--- config.mk ---
export PLATFORM = sky130hd
export DESIGN_NAME = dtc_timer_counter
export DESIGN_NICKNAME = d
export VERILOG_FILES = /design/src/dtc_pkg.sv /design/src/dtc_timer_counter.sv /design/src/dtc_pin_sampler.sv
export VERILOG_INCLUDE_DIRS = /design/src
export SDC_FILE = /design/constraint.sdc
export NUM_CORES = 1
export LEC_CHECK = 0
export BUFFER_PORTS_ARGS = -buffer_cell sky130_fd_sc_hd__buf_2
export CORE_AREA = 2 2 93 95
export CTS_CLUSTER_DIAMETER = 30
export DETAILED_ROUTE_END_ITERATION = 8
export DIE_AREA = 0 0 95 97
export GPL_TIMING_DRIVEN = 0
export PLACE_DENSITY = 0.66
export SYNTH_ARGS = -nofsm -noshare
export SYNTH_HDL_FRONTEND = slang
export SYNTH_SLANG_ARGS = --single-unit
--- constraint.sdc ---
create_clock -name clk_in -period 2.9 [get_ports clk_in]
set_input_delay 0.145 -clock clk_in [delete_from_list [all_inputs] [get_ports clk_in]]
set_output_delay 0.145 -clock clk_in [all_outputs]
set_load 0.03 [all_outputs]
--- src/dtc_params.svh ---
// register offsets, field positions, reset values and timing counts
`ifndef DTC_PARAMS_SVH
`define DTC_PARAMS_SVH
`define DTC_OFS_CONTROL 8'h88
`define DTC_OFS_MODE 8'h89
`define DTC_OFS_T0_LOW 8'h8A
`define DTC_OFS_T1_LOW 8'h8B
`define DTC_OFS_T0_HIGH 8'h8C
`define DTC_OFS_T1_HIGH 8'h8D
`define DTC_CTL_T1_FLAG 7
`define DTC_CTL_T1_RUN 6
`define DTC_CTL_T0_FLAG 5
`define DTC_CTL_T0_RUN 4
`define DTC_CTL_X1_FLAG 3
`define DTC_CTL_X1_TYPE 2
`define DTC_CTL_X0_FLAG 1
`define DTC_CTL_X0_TYPE 0
`define DTC_MOD_GATE 3
`define DTC_MOD_SRC 2
`define DTC_MOD_HI 1
`define DTC_MOD_LO 0
`define DTC_RESET_BYTE 8'h00
`define DTC_PERIPH_CLOCKS 6
`define DTC_PRESCALE_MASK 8'h1F
`endif

--- src/dtc_pkg.sv ---
// types shared by the dual timer/counter block
package dtc_pkg;
  typedef enum logic [1:0] {
    DTC_MODE_13BIT,
    DTC_MODE_16BIT,
    DTC_MODE_RELOAD,
    DTC_MODE_SPLIT
  } dtc_mode_e;
  typedef struct packed {
    logic gate;
    logic source;
    dtc_mode_e mode;
  } dtc_mode_fields_s;
  typedef struct packed {
    logic [7:0] low;
    logic [7:0] high;
  } dtc_count_s;
  typedef struct packed {
    logic wr;
    logic [7:0] addr;
    logic [7:0] wdata;
  } dtc_sfr_wr_s;
endpackage

--- src/dtc_timer_counter.sv ---
// two timer/counters with control and mode registers
`include "dtc_params.svh"
//
// Functional notes
// timer one mirrors timer zero, modes 0-2
// timer one uses mode upper nibble
// gate bit requires irq pin high
// source select: divided clock or falling edges
// all-ones to zero rollover sets flag
// mode 0: 5-bit prescaler feeds high byte
// mode 1: cascaded 16-bit counter
// mode 2: low byte reloads from high
// timer one mode 3 holds count
// timer zero mode 3 splits into two
// mode bits 00,01,10,11 select modes 0-3
// overflow flag cleared on vectoring
// timer interrupt needs own and global enable
// run bit turns timer on and off
// type bit: level when clear, edge set
// ext flag set on detect, edge-cleared
// control register bit layout fixed
// all registers reset to zero
// software stops timer before mode change
// timer one without interrupt in split; the code stops timer one from counting at all while timer zero is in mode 3
// timer ticks every six clocks
// counter samples pin per peripheral cycle
// setting run leaves count unchanged
// software write beats counter advance
module dtc_timer_counter import dtc_pkg::*; (
  input wire logic clk_in,
  input wire logic rst_in,
  input wire logic sfr_wr_in,
  input wire logic [7:0] sfr_addr_in,
  input wire logic [7:0] sfr_wdata_in,
  output logic [7:0] sfr_rdata_out,
  output logic sfr_hit_out,
  input wire logic zero_event_pin_in,
  input wire logic one_event_pin_in,
  input wire logic ext_irq_zero_pin_in,
  input wire logic ext_irq_one_pin_in,
  input wire logic [1:0] timer_irq_enable_in,
  input wire logic global_irq_enable_in,
  input wire logic [1:0] timer_irq_ack_in,
  input wire logic [1:0] ext_irq_ack_in,
  output logic [1:0] timer_irq_out,
  output logic [1:0] ext_irq_out
);
  typedef struct packed {
    logic [7:0] control;
    logic [7:0] mode_select;
    dtc_count_s t0;
    dtc_count_s t1;
    logic [2:0] div;
    logic x0_prev;
    logic x1_prev;
  } dtc_state_s;
  localparam logic [2:0] PERIPH_LAST = 3'(`DTC_PERIPH_CLOCKS - 1);
  dtc_state_s state;
  dtc_state_s next_state;
  dtc_sfr_wr_s wr;
  dtc_mode_fields_s m0;
  dtc_mode_fields_s m1;
  logic tick;
  logic ev0_fall;
  logic ev1_fall;
  logic x0_level;
  logic x1_level;
  logic en0;
  logic en1;
  logic inc0;
  logic inc1;
  logic inc0h;
  logic ovf0;
  logic ovf1;
  logic ovf0h;
  logic [7:0] ctl;

  //////////////////////////////////////////////////////////////////////////
  // pin sampling
  dtc_pin_sampler u_ev0 (
    .clk_in(clk_in),
    .rst_in(rst_in),
    .tick_in(tick),
    .pin_in(zero_event_pin_in),
    .level_out(),
    .fall_out(ev0_fall)
  );
  dtc_pin_sampler u_ev1 (
    .clk_in(clk_in),
    .rst_in(rst_in),
    .tick_in(tick),
    .pin_in(one_event_pin_in),
    .level_out(),
    .fall_out(ev1_fall)
  );
  dtc_pin_sampler u_x0 (
    .clk_in(clk_in),
    .rst_in(rst_in),
    .tick_in(1'b1),
    .pin_in(ext_irq_zero_pin_in),
    .level_out(x0_level),
    .fall_out()
  );
  dtc_pin_sampler u_x1 (
    .clk_in(clk_in),
    .rst_in(rst_in),
    .tick_in(1'b1),
    .pin_in(ext_irq_one_pin_in),
    .level_out(x1_level),
    .fall_out()
  );

  //////////////////////////////////////////////////////////////////////////
  // decode and enables
  assign wr.wr = sfr_wr_in;
  assign wr.addr = sfr_addr_in;
  assign wr.wdata = sfr_wdata_in;
  assign m0 = dtc_mode_fields_s'(state.mode_select[3:0]);
  assign m1 = dtc_mode_fields_s'(state.mode_select[7:4]);
  assign ctl = state.control;
  assign tick = (state.div == PERIPH_LAST);

  assign en0 = ctl[`DTC_CTL_T0_RUN] & (~m0.gate | x0_level);
  assign en1 = ctl[`DTC_CTL_T1_RUN] & (~m1.gate | x1_level);

  assign inc0 = en0 & (m0.source ? ev0_fall : tick);
  // timer one holds in mode 3; R10: high half of split is timer only
  assign inc1 = en1 & (m1.mode != DTC_MODE_SPLIT)
    & (m1.source ? ev1_fall : tick) & (m0.mode != DTC_MODE_SPLIT);
  assign inc0h = ctl[`DTC_CTL_T1_RUN] & tick & (m0.mode == DTC_MODE_SPLIT);

  function automatic logic roll(input dtc_mode_e md, input dtc_count_s c);
    unique case (md)
      DTC_MODE_13BIT: roll = (c.low[4:0] == 5'h1F) && (c.high == 8'hFF);
      DTC_MODE_16BIT: roll = (c.low == 8'hFF) && (c.high == 8'hFF);
      DTC_MODE_RELOAD, DTC_MODE_SPLIT: roll = (c.low == 8'hFF);
    endcase
  endfunction

  function automatic dtc_count_s step(input dtc_mode_e md,
                                      input dtc_count_s c);
    dtc_count_s r;
    r = c;
    unique case (md)
      DTC_MODE_13BIT: begin
        r.low = (c.low & ~`DTC_PRESCALE_MASK) |
                ((c.low + 8'h01) & `DTC_PRESCALE_MASK);
        if (c.low[4:0] == 5'h1F) begin
          r.high = c.high + 8'h01;
        end
      end
      DTC_MODE_16BIT: begin
        r.low = c.low + 8'h01;
        if (c.low == 8'hFF) begin
          r.high = c.high + 8'h01;
        end
      end
      DTC_MODE_RELOAD: begin
        r.low = (c.low == 8'hFF) ? c.high : c.low + 8'h01;
      end
      DTC_MODE_SPLIT: begin
        r.low = c.low + 8'h01;
      end
    endcase
    return r;
  endfunction

  assign ovf0 = inc0 && roll(m0.mode, state.t0);
  assign ovf1 = inc1 && roll(m1.mode, state.t1);
  assign ovf0h = inc0h && (state.t0.high == 8'hFF);

  //////////////////////////////////////////////////////////////////////////
  // next state
  always_comb begin
    next_state = state;
    next_state.div = tick ? 3'h0 : state.div + 3'h1;
    if (inc0) begin
      next_state.t0 = step(m0.mode, state.t0);
    end
    if (inc0h) begin
      next_state.t0.high = state.t0.high + 8'h01;
    end
    if (inc1) begin
      next_state.t1 = step(m1.mode, state.t1);
    end
    // external interrupt flags
    next_state.x0_prev = x0_level;
    next_state.x1_prev = x1_level;
    if (ext_irq_ack_in[0] && ctl[`DTC_CTL_X0_TYPE]) begin
      next_state.control[`DTC_CTL_X0_FLAG] = 1'b0;
    end
    if (ext_irq_ack_in[1] && ctl[`DTC_CTL_X1_TYPE]) begin
      next_state.control[`DTC_CTL_X1_FLAG] = 1'b0;
    end
    if (!ctl[`DTC_CTL_X0_TYPE]) begin
      next_state.control[`DTC_CTL_X0_FLAG] = ~x0_level;
    end
    if (!ctl[`DTC_CTL_X1_TYPE]) begin
      next_state.control[`DTC_CTL_X1_FLAG] = ~x1_level;
    end
    // vectoring clears overflow flags
    if (timer_irq_ack_in[0]) begin
      next_state.control[`DTC_CTL_T0_FLAG] = 1'b0;
    end
    if (timer_irq_ack_in[1]) begin
      next_state.control[`DTC_CTL_T1_FLAG] = 1'b0;
    end
    // software writes; R23 leaves counts alone, R24 write wins
    if (wr.wr) begin
      unique case (wr.addr)
        `DTC_OFS_CONTROL: next_state.control = wr.wdata;
        `DTC_OFS_MODE: next_state.mode_select = wr.wdata;
        `DTC_OFS_T0_LOW: next_state.t0.low = wr.wdata;
        `DTC_OFS_T1_LOW: next_state.t1.low = wr.wdata;
        `DTC_OFS_T0_HIGH: next_state.t0.high = wr.wdata;
        `DTC_OFS_T1_HIGH: next_state.t1.high = wr.wdata;
        default: ;
      endcase
    end
    // hardware set wins over any clear in the same cycle
    if (ctl[`DTC_CTL_X0_TYPE] && state.x0_prev && !x0_level) begin
      next_state.control[`DTC_CTL_X0_FLAG] = 1'b1;
    end
    if (ctl[`DTC_CTL_X1_TYPE] && state.x1_prev && !x1_level) begin
      next_state.control[`DTC_CTL_X1_FLAG] = 1'b1;
    end
    if (ovf0) begin
      next_state.control[`DTC_CTL_T0_FLAG] = 1'b1;
    end
    if (ovf1 || ovf0h) begin
      next_state.control[`DTC_CTL_T1_FLAG] = 1'b1;
    end
  end

  always_ff @(posedge clk_in) begin
    if (rst_in) begin
      state <= '0;
      state.x0_prev <= 1'b1;
      state.x1_prev <= 1'b1;
    end else begin
      state <= next_state;
    end
  end

  //////////////////////////////////////////////////////////////////////////
  // read port and interrupt requests
  always_comb begin
    sfr_hit_out = 1'b1;
    unique case (sfr_addr_in)
      `DTC_OFS_CONTROL: sfr_rdata_out = state.control;
      `DTC_OFS_MODE: sfr_rdata_out = state.mode_select;
      `DTC_OFS_T0_LOW: sfr_rdata_out = state.t0.low;
      `DTC_OFS_T1_LOW: sfr_rdata_out = state.t1.low;
      `DTC_OFS_T0_HIGH: sfr_rdata_out = state.t0.high;
      `DTC_OFS_T1_HIGH: sfr_rdata_out = state.t1.high;
      default: begin
        sfr_rdata_out = 8'h00;
        sfr_hit_out = 1'b0;
      end
    endcase
  end

  assign timer_irq_out[0] = ctl[`DTC_CTL_T0_FLAG] & timer_irq_enable_in[0]
    & global_irq_enable_in;
  assign timer_irq_out[1] = ctl[`DTC_CTL_T1_FLAG] & timer_irq_enable_in[1]
    & global_irq_enable_in;
  assign ext_irq_out = {ctl[`DTC_CTL_X1_FLAG], ctl[`DTC_CTL_X0_FLAG]};
endmodule // dtc_timer_counter

--- src/dtc_pin_sampler.sv ---
// event pin synchroniser with per-cycle falling edge detect
module dtc_pin_sampler (
  input wire logic clk_in,
  input wire logic rst_in,
  input wire logic tick_in,
  input wire logic pin_in,
  output logic level_out,
  output logic fall_out
);
  typedef struct packed {
    logic sync1;
    logic sync2;
    logic sample;
    logic prev;
  } dtc_samp_s;
  dtc_samp_s state;
  dtc_samp_s next_state;
  always_comb begin
    next_state = state;
    next_state.sync1 = pin_in;
    next_state.sync2 = state.sync1;
    if (tick_in) begin
      next_state.sample = state.sync2;
      next_state.prev = state.sample;
    end
  end
  always_ff @(posedge clk_in) begin
    if (rst_in) begin
      state <= '1;
    end else begin
      state <= next_state;
    end
  end
  assign level_out = state.sync2;
  // high in one sample, low in the next
  assign fall_out = tick_in & state.prev & ~state.sample;
endmodule // dtc_pin_sampler

==> key figures, run 1 <==
Run status
  – Status: finished, final reports clean

Floorplan
  – Initial Util: 0.4945
  – # IOs: 43
  – Chip Width: between 90 and 100 microns
  – Die Y: 97 microns
  – Row count: 33
  – Core Area: slightly above 0.008 sq mm
  – Die area: around 0.0092 sq mm

Power
  – Peak VDD IR: between 0.2 and 0.3 mV
  – Lkg Pwr: 0.001644 uW
  – PD cells: a little over 400 mW/mm^2
  – Post-layout total power: around 1900 uW

Yosys
  – Dominant synthesized flop cell: dfxtp_1
  – Top cells by area, synth: dfxtp_1, nand2_1, mux4_2
  – Mapped Avg Cell Area: approximately 8.7 sq um
  – Count leader, synth: dfxtp_1
  – Yosys reg bits: 65
  – Post-synth EDFFs: 0
  – Largest area contributor in the netlist: dfxtp_1
  – Area share of the largest cell type after synthesis: 0.3235
  – Ys async rst share: 0
  – Synthesized cell area: 0.004023 sq mm
  – Syn Nets: around 500
  – Cell variety after synth: 80
  – Top cells by count, synth: dfxtp_1, nand2_1, nor2_1
  – Gate count of the mapped netlist: between 400 and 500
  – Syn. warnings: 0
  – Post-synthesis sequential area ratio: 0.3235

Global routing
  – Vias in the first global route: between 3000 and 4000
  – First-pass GRT wire length: between 15000 and 20000 microns
  – Gr ovfl total: 0
  – GRT Total Usage: 0.2770
  – Pin count of the biggest net entering global routing: 14
  – Antenna violations before repair: 0

Critical path
  – CP bufs+invs: 1
  – Slowest CP cell: a31oi_2
  – CP Cell Sequence: ha_1, nand3_1, clkinv_1, ha_1, nor2b_1, a31oi_2, nor3_2, mux2i_1, a211oi_1
  – CP most frequent cell: ha_1
  – Crit. End Element: flop
  – CP Data Arrival Time: 2680 ps
  – Critical Path Fanout Max: 7
  – Element type at the critical path start: flop
  – Critical setup path kind: flop to flop
  – Critical path's top delay family: compound AO/OA/AOI/OAI gates
  – CP required: 3170 ps
  – CP max stage delay: 470 ps

Timing
  – Max Fclk: around 420 MHz
  – TNS Setup: 0 ps
  – Period minus WS final: ~2400 ps
  – Headroom to the max-slew limit: 0.3357
  – Slew Viols, Final: 0
  – # setup viols final: 0
  – Worst Tran Pin Value: approximately 1000 ps
  – Final WS setup: between 400 and 500 ps
  – Final worst-path cycle share: 0.8296
  – Final-report hold violation count: 0
  – RSZ-0062 raised after global routing: false
  – Worst Skew: 6.364 ps

Detailed routing
  – DR iter-0 viols: a little over 500
  – Routed WL: 12570 microns
  – Top layer in use: met4
  – Routed length on met1: 5532 microns
  – Vias: between 4000 and 5000
  – DRC: 0
  – Wire length per cell: 19.98 microns
  – Routed met3 length: between 1000 and 1500 microns
  – DR WL met2: around 5600 microns
  – Pre-antenna DRT Iters: 5
  – Via-per-instance ratio: 6.366
  – Final ANT Viol Nets: 0

Clock network
  – Clock tree from TritonCTS: yes
  – CTS root buf: clkbuf_8
  – CTS Buf Count: 9
  – Maximum root-to-sink buffer count: 2
  – Clock Sinks: between 60 and 70
  – H-tree depth: 3
  – Clock Pin Slew Worst Setup and Hold Paths: roughly 80 ps
  – Skew-Pair Late Insertion Delay: approximately 360 ps

Placement
  – Placed insts: 609
  – DP Area: roughly 0.0043 sq mm
  – RD Place Congestion: about 0.95
  – Detailed placement HPWL: ~8900 microns
  – Pre-CTS WS: between 500 and 600 ps
  – Port bufs: 39

Hold path
  – Hold/Removal Path Class: input pin to flop

Job
  – Max-cap violations: 0

Cells and area
  – Share of cells above drive strength 1: 0.2061
  – Finished Layout Cells: about 630
  – N_diodes: 0
  – Fillers: 733
  – Nets: around 560
  – Final Cell Area: approximately 0.0046 sq mm
  – P&R area growth vs syn: 14.12%
## layout make-up
class,count,area [sq um],area share
timing repair buffer,43,235.2,0.05124
clock buffer,9,123.9,0.02698
multi-input combinational,356,2525,0.5500
tap,105,131.4,0.02862
clock inverter,7,77.57,0.01690
sequential,65,1301,0.2835
inverter,14,52.55,0.01145
buffer,30,143.9,0.03134
## state kept, by name, indices dropped and copies added (netlist names)
name,count
ctl,8
m0,4
m1,4
state,37
u_ev0.level_out,1
u_ev0.next_state,1
u_ev0.state,2
u_ev1.level_out,1
u_ev1.next_state,1
u_ev1.state,2
u_x0.level_out,1
u_x0.next_state,1
u_x1.level_out,1
u_x1.next_state,1
## worst reg2reg max path, stage by stage, from the launching register on
cell and delay [ps]:
dfxtp_1 380, ha_1 250, nand3_1 170, clkinv_1 160, ha_1 220, nor2b_1 140
a31oi_2 470, nor3_2 130, mux2i_1 140, a211oi_1 260
## worst paths after layout
check                                startpoint                         to  slack, ps  depth (start not counted)
setup / recovery           state[13]$_SDFF_PP0_        state[6]$_SDFF_PP0_        490                          9
hold / removal                  sfr_wdata_in[1]       state[14]$_SDFF_PP0_        140                          3
setup reg to reg           state[13]$_SDFF_PP0_        state[6]$_SDFF_PP0_        490                          9
hold reg to reg   u_x0.next_state[2]$_SDFF_PP1_  u_x0.level_out$_SDFF_PP1_        410                          1
## cells by family (layout without fill, tap and decap cells)
kind of cell / count (synthesis) / after routing / synth area share
AO/OA/AOI/OAI: 113 / 113 / 0.2152
buffers and inverters: 44 / 103 / 0.04883
AND/OR/NAND/NOR: 203 / 203 / 0.2862
XOR/XNOR: 8 / 8 / 0.01742
flip-flops: 65 / 65 / 0.3235
adder cells (fa/ha/maj): 7 / 7 / 0.02177
multiplexers: 25 / 25 / 0.08709
## metal layers
metal | GRT usage | vias to the layer above
met5 | 0 | -
met3 | 0.04984 | 35
met4 | 0.1026 | 0
met1 | 0.3914 | 1895
met2 | 0.4190 | 206
li1 | - | 1868
## through the flow
stage,utilization,hold WS [ps]
floorplan,-,248.8
global placement,0.5347,330.6
detailed placement,0.5347,330.7
CTS,0.5644,118.3
global route,0.5644,136.9
finish,0.5644,135.0
## placed cells by master (no fill, tap or decap), types with 5 or more instances in the layout
master and count:
buf_2 46, mux2i_1 17, nand3_1 25, clkbuf_8 9
nor4b_2 5, a311oi_1 6, mux4_2 8, ha_1 7
and3_1 6, a21oi_1 16, a22oi_1 9, or2_2 10
a211oi_1 16, nand2_1 51, clkbuf_1 16, xnor2_1 8
nor2_1 40, dfxtp_1 65, inv_1 12, nor3_1 12
o21ai_0 15
## where the power goes
part           leakage, uW  switching [uW]  total [uW]  internal (uW)
Combinational      0.00102            84.9         136           50.8
Sequential        0.000527            11.0         917            906
Clock             0.000100             401         805            404
## what timing repair did
action / 4_1_cts / 5_1_grt
gates resized for setup: 0 / 0
endpoints found under the hold margin: 4 / 0
hold buffers: 4 / 0
buffers inserted: 0 / 0
(Power assumes the default switching activity.)
==> run 2, diff against run 1 <==
Settings changed: PLACE_DENSITY 0.66 to 0.68.
Clock period 2.9 ns to 2.2 ns, I/O delays scaled along.
==> run 2 against run 1 <==
  * Die area unchanged
  * Clock-buffer cell count did not move
  * Design area up 4.1%
  * Hold slack lost 33 ps
  * Critical path depth up 1
  * Worst setup slack lost 410 ps
  * Highest routed layer unchanged
  * Routed wire length shrank 0.29%
==> key figures, run 2 (synthesis results as in run 1) <==
Detailed routing
  – Final ANT Viol Nets: 0
  – DRC: 0
  – Via-per-instance ratio: 6.325
  – Vias: a little over 4000
  – DR iter-0 viols: 500
  – Pre-antenna DRT Iters: 5
  – Wire length per cell: around 20 microns
  – Routed WL: ~13000 microns

Cells and area
  – Fillers: around 750
  – Nets: ~560
  – N_diodes: 0
  – Reg with most FFs: state
  – P&R area growth vs syn: 18.85%
  – Share of cells above drive strength 1: 0.2448
  – Finished Layout Cells: around 640
  – Number of flip-flops in the largest register: 37
  – Most frequent cells in the layout: dfxtp_1, nand2_1, buf_2
  – Area of the multi-input gates: around 0.0026 sq mm
  – Register area: between 0.001 and 0.0015 sq mm
  – Leading cell type in the layout, fill and taps excluded: dfxtp_1

Timing
  – Final worst-path cycle share: 0.9609
  – Headroom to the max-slew limit: 0.3770
  – Max Fclk: approximately 470 MHz
  – RSZ-0062 raised after global routing: true
  – Slew Viols, Final: 0
  – Period minus WS final: approximately 2100 ps
  – # setup viols final: 0
  – Worst Tran Pin Value: 926.8 ps
  – Final-report hold violation count: 0
  – Final WS setup: 85.95 ps
  – Worst Skew: approximately 10 ps

Critical path
  – Crit. End Element: flop
  – Critical setup path kind: flop to flop
  – Element type at the critical path start: flop
  – CP Data Arrival Time: ~2400 ps
  – CP required: roughly 2500 ps
  – Critical Path Fanout Max: 7

Clock network
  – Clock Sinks: 65
  – H-tree depth: 3
  – Maximum root-to-sink buffer count: 2
  – Clock tree from TritonCTS: yes
  – Clock Pin Slew Worst Setup and Hold Paths: roughly 80 ps
  – CTS Buf Count: 9
  – CTS root buf: clkbuf_8
  – Skew-Pair Late Insertion Delay: around 350 ps

Power
  – Peak VDD IR: approximately 0.44 mV
  – Post-layout total power: approximately 2600 uW
  – PD cells: ~540 mW/mm^2
  – Lkg Pwr: between 0.0015 and 0.002 uW

Global routing
  – Antenna violations before repair: 0
  – Pin count of the biggest net entering global routing: 14
  – GRT Total Usage: 0.2780
  – First-pass GRT wire length: 19590 microns
  – Vias in the first global route: roughly 3700
  – Gr ovfl total: 0

Hold path
  – Hold/Removal Path Class: input pin to flop

Placement
  – Pre-CTS WS: -182.9 ps
  – RD Place Congestion: 0.9811
  – Port bufs: 39
  – Placed insts: around 610
  – Detailed placement HPWL: 8815 microns

Run status
  – Status: finished, final reports clean

Floorplan
  – # IOs: between 40 and 50
  – Chip Width: ~95 microns
  – Die area: around 0.0092 sq mm
  – Initial Util: 0.4945
  – Die Y: between 90 and 100 microns
  – Core Area: roughly 0.0081 sq mm
  – Row count: 33

Job
  – Max-cap violations: 0
run 2: metrics by stage:
| stage | instance area (sq um) | hold WS, ps | util | setup TNS, ps |
|---|---|---|---|---|
| global placement | 4349 | 294.9 | 0.5347 | -831.3 |
| detailed placement | 4349 | 295.4 | 0.5347 | -1446 |
| global route | 4781 | 86.99 | 0.5878 | -129.8 |
| finish | 4781 | 102.0 | 0.5878 | 0 |
| floorplan | 4023 | 213.8 | - | 0 |
| CTS | 4671 | 87.96 | 0.5742 | 0 |
run 2: area by class of cell:
cell class / count / share of cell area
multi-input combinational: 356 / 0.5428
sequential: 65 / 0.2740
timing repair buffer: 50 / 0.06621
buffer: 30 / 0.03141
tap: 105 / 0.02748
clock buffer: 9 / 0.02591
clock inverter: 7 / 0.02094
inverter: 14 / 0.01125
run 2: worst max-delay path, stage by stage, from the launching register on:
cell      delay [ps]
dfxtp_4          390
ha_2             210
nand3_2          130
clkinv_2         110
ha_1             160
nor2b_2          180
a31oi_4           50
buf_12           160
nor4b_2          280
xnor2_1          100
a211oi_1         240
run 2: report_power, final:
part           switching, uW  internal (uW)  leakage, uW
Sequential              14.4           1190     0.000529
Clock                    529            650     0.000115
Combinational            114           73.2      0.00108
run 2: path summary, 6_finish.rpt:
check / start / endpoint / slack, ps / cells after the start
max: state[13]$_SDFF_PP0_ / state[12]$_SDFF_PP0_ / 90 / 10
min: sfr_wdata_in[1] / state[30]$_SDFF_PP0_ / 100 / 3
max reg2reg: state[13]$_SDFF_PP0_ / state[12]$_SDFF_PP0_ / 90 / 10
min reg2reg: u_x0.next_state[2]$_SDFF_PP1_ / u_x0.level_out$_SDFF_PP1_ / 410 / 1
run 2: what timing repair did:
item,4_1_cts,5_1_grt
gates resized for setup,7,16
hold buffers,4,0
endpoints found under the hold margin,4,0
setup buffers,3,4
setup endpoints to repair,15,23
pin swaps,0,4
run 2: layer usage:
layer	global-route usage	wire (microns)
met5	0	0
met4	0.1148	466
met3	0.05607	1120
met2	0.4163	5538
met1	0.3882	5408
==> run 3, diff against run 2 <==
Settings changed: ABC_AREA set to 1.
==> run 3 against run 2 <==
  * Clock-buffer cell count is 1 higher
  * Combinational power shrank 18%
  * Synthesized area is 0.56% lower
  * Fmax grew 12%
  * Final cell count is 24% higher
  * Non-clock buffer count shrank 18
  * Hold slack got worse by 29 ps
  * Clock skew increased by 3.3 ps
  * Largest cell class unchanged
==> key figures, run 3 <==
Floorplan
  – Chip Width: ~95 microns
  – Core Area: a little over 0.008 sq mm
  – Die Y: around 97 microns
  – Initial Util: 0.4918
  – Die area: roughly 0.009 sq mm
  – # IOs: 43
  – Row count: 33

Power
  – Peak VDD IR: ~0.28 mV
  – Lkg Pwr: a little under 0.002 uW
  – PD cells: roughly 530 mW/mm^2

Timing
  – RSZ-0062 raised after global routing: false
  – Period minus WS final: roughly 1900 ps
  – Worst Tran Pin Value: around 600 ps
  – Final worst-path cycle share: 0.8564
  – TNS Setup: 0 ps
  – Max Fclk: between 500 and 600 MHz
  – Worst Skew: roughly 14 ps
  – # setup viols final: 0
  – Headroom to the max-slew limit: 0.5878
  – Final WS setup: 316.0 ps
  – Slew Viols, Final: 0
  – Final-report hold violation count: 0

Clock network
  – Skew-Pair Late Insertion Delay: 350 ps
  – Maximum root-to-sink buffer count: 2
  – Total setup buffers inserted after CTS: 0
  – CTS root buf: clkbuf_8
  – Clock tree from TritonCTS: yes
  – Clock Sinks: 65
  – Hold Buf Count CTS: 4
  – H-tree depth: 3
  – Post-CTS sizing: 0
  – Clock Pin Slew Worst Setup and Hold Paths: ~80 ps
  – CTS Buf Count: 9

Cells and area
  – N_diodes: 0
  – Final core occ: 0.5631
  – Most frequent cells in the layout: nand2_1, inv_1, a21oi_1
  – Fillers: between 800 and 900
  – Leading cell type in the layout, fill and taps excluded: nand2_1
  – Reg with most FFs: state
  – Area of the multi-input gates: 0.002287 sq mm
  – Number of flip-flops in the largest register: 37
  – Nets: 715
  – Share of cells above drive strength 1: 0.1581
  – Register area: ~0.0013 sq mm
  – P&R area growth vs syn: 14.51%

Global routing
  – GRT Total Usage: 0.2863
  – Antenna violations before repair: 0
  – Gr ovfl total: 0
  – First-pass GRT wire length: roughly 20000 microns
  – Vias in the first global route: approximately 4000
  – Pin count of the biggest net entering global routing: 13

Critical path
  – Critical Path Fanout Max: 8
  – Element type at the critical path start: flop
  – Slowest CP cell: dfxtp_1
  – Crit. End Element: flop
  – CP Cell Sequence: ha_1, nand2_1, nor2_2, ha_1, nand2_1, nand2_2, nand3_2, a21oi_1, a21oi_1
  – Critical path's top delay family: simple AND/OR/NAND/NOR gates
  – CP required: approximately 2400 ps
  – CP bufs+invs: 0
  – CP Data Arrival Time: around 2100 ps
  – CP max stage delay: approximately 440 ps
  – Critical setup path kind: flop to flop

Yosys
  – Dominant synthesized flop cell: dfxtp_1
  – Largest area contributor in the netlist: dfxtp_1
  – Top cells by area, synth: dfxtp_1, nand2_1, a21oi_1
  – Area share of the largest cell type after synthesis: 0.3253
  – Syn Nets: about 660
  – Cell variety after synth: 34
  – Yosys reg bits: 65
  – Gate count of the mapped netlist: slightly above 600
  – Mapped Avg Cell Area: about 6.4 sq um
  – Synthesized cell area: between 0.004 and 0.005 sq mm
  – Syn. warnings: 0
  – Post-synth EDFFs: 0
  – Post-synthesis sequential area ratio: 0.3253
  – Top cells by count, synth: nand2_1, inv_1, a21oi_1
  – Count leader, synth: nand2_1
  – Ys async rst share: 0

Detailed routing
  – Routed WL: approximately 13000 microns
  – Via-per-instance ratio: ~5.6
  – Pre-antenna DRT Iters: 5
  – Final ANT Viol Nets: 0
  – Vias: roughly 4400
  – DRC: 0
  – Wire length per cell: between 15 and 20 microns
  – DR iter-0 viols: 388

Placement
  – RD Place Congestion: 0.9847
  – Pre-CTS WS: around 340 ps
  – Port bufs: 41
  – Detailed placement HPWL: 9540 microns

Run status
  – Status: finished, final reports clean

Hold path
  – Hold/Removal Path Class: input pin to flop

Job
  – Max-cap violations: 0
==> run 3: cell count changes after synthesis, moves of 9 or more <==
cell / delta
a211oi_1: -16
o22ai_1: +14
o21ai_0: +48
mux2i_1: -17
nor3_1: -9
clkbuf_1: -9
nand2_1: +90
a21oi_1: +55
inv_1: +64
nand3_1: +23
==> run 3: power by group <==
part           internal, uW  leakage [uW]  switching [uW]  total, uW
Combinational          52.5       0.00133             101        153
Sequential             1190      0.000527            9.66       1200
Clock                   556     0.0000949             504       1060
==> run 3: final timing paths <==
check | from | to | slack [ps] | cells past startpoint
worst min register to register | u_ev0.next_state[2]$_SDFF_PP1_ | u_ev0.level_out$_SDFF_PP1_ | 410 | 1
worst max register to register | state[13]$_SDFF_PP0_ | state[10]$_SDFF_PP0_ | 320 | 9
worst max-delay path | state[13]$_SDFF_PP0_ | state[10]$_SDFF_PP0_ | 320 | 9
worst min-delay path | ext_irq_ack_in[0] | ctl[1]$_SDFF_PP0_ | 70 | 4
==> run 3: per-layer routing <==
layer,wire length [microns],share of wire,GRT usage,vias up
li1,-,-,-,2176
met1,5620,0.44,0.3930,1982
met2,5643,0.44,0.4392,207
met3,966,0.076,0.05296,42
met4,498,0.039,0.1148,0
met5,0,0,0,-
==> run 3: worst min-delay path, cell delays in order <==
cell and delay [ps]:
buf_2 70, o21ai_0 50, o21ai_0 70, o21ai_0 70
==> run 3: cell type report <==
cell class                 instances  area share
inverter                          86     0.07047
clock inverter                     6     0.01448
sequential                        65      0.2841
tap                              105     0.02868
clock buffer                      10     0.03005
multi-input combinational        454      0.4993
buffer                            17     0.01939
timing repair buffer              45     0.05354
==> run 3: logic make-up after synthesis <==
| kind of cell | Yosys count | synth area share |
|---|---|---|
| flip-flops | 65 | 0.3253 |
| buffers and inverters | 103 | 0.1029 |
| XOR/XNOR | 5 | 0.01095 |
| AO/OA/AOI/OAI | 164 | 0.2183 |
| adder cells (fa/ha/maj) | 7 | 0.02189 |
| AND/OR/NAND/NOR | 278 | 0.3206 |
==> run 3: stage by stage <==
| step | instances | area [sq um] | power (uW) | hold slack [ps] |
|---|---|---|---|---|
| after floorplan | 622 | 4000 | 1301 | 213.8 |
| after global placement | 768 | 4337 | 1372 | 292.3 |
| after detailed placement | 768 | 4337 | 1376 | 295.7 |
| after CTS | 788 | 4581 | 2429 | 73.50 |
| after global routing | 788 | 4581 | 2506 | 103.4 |
| final | 788 | 4581 | 2416 | 72.87 |
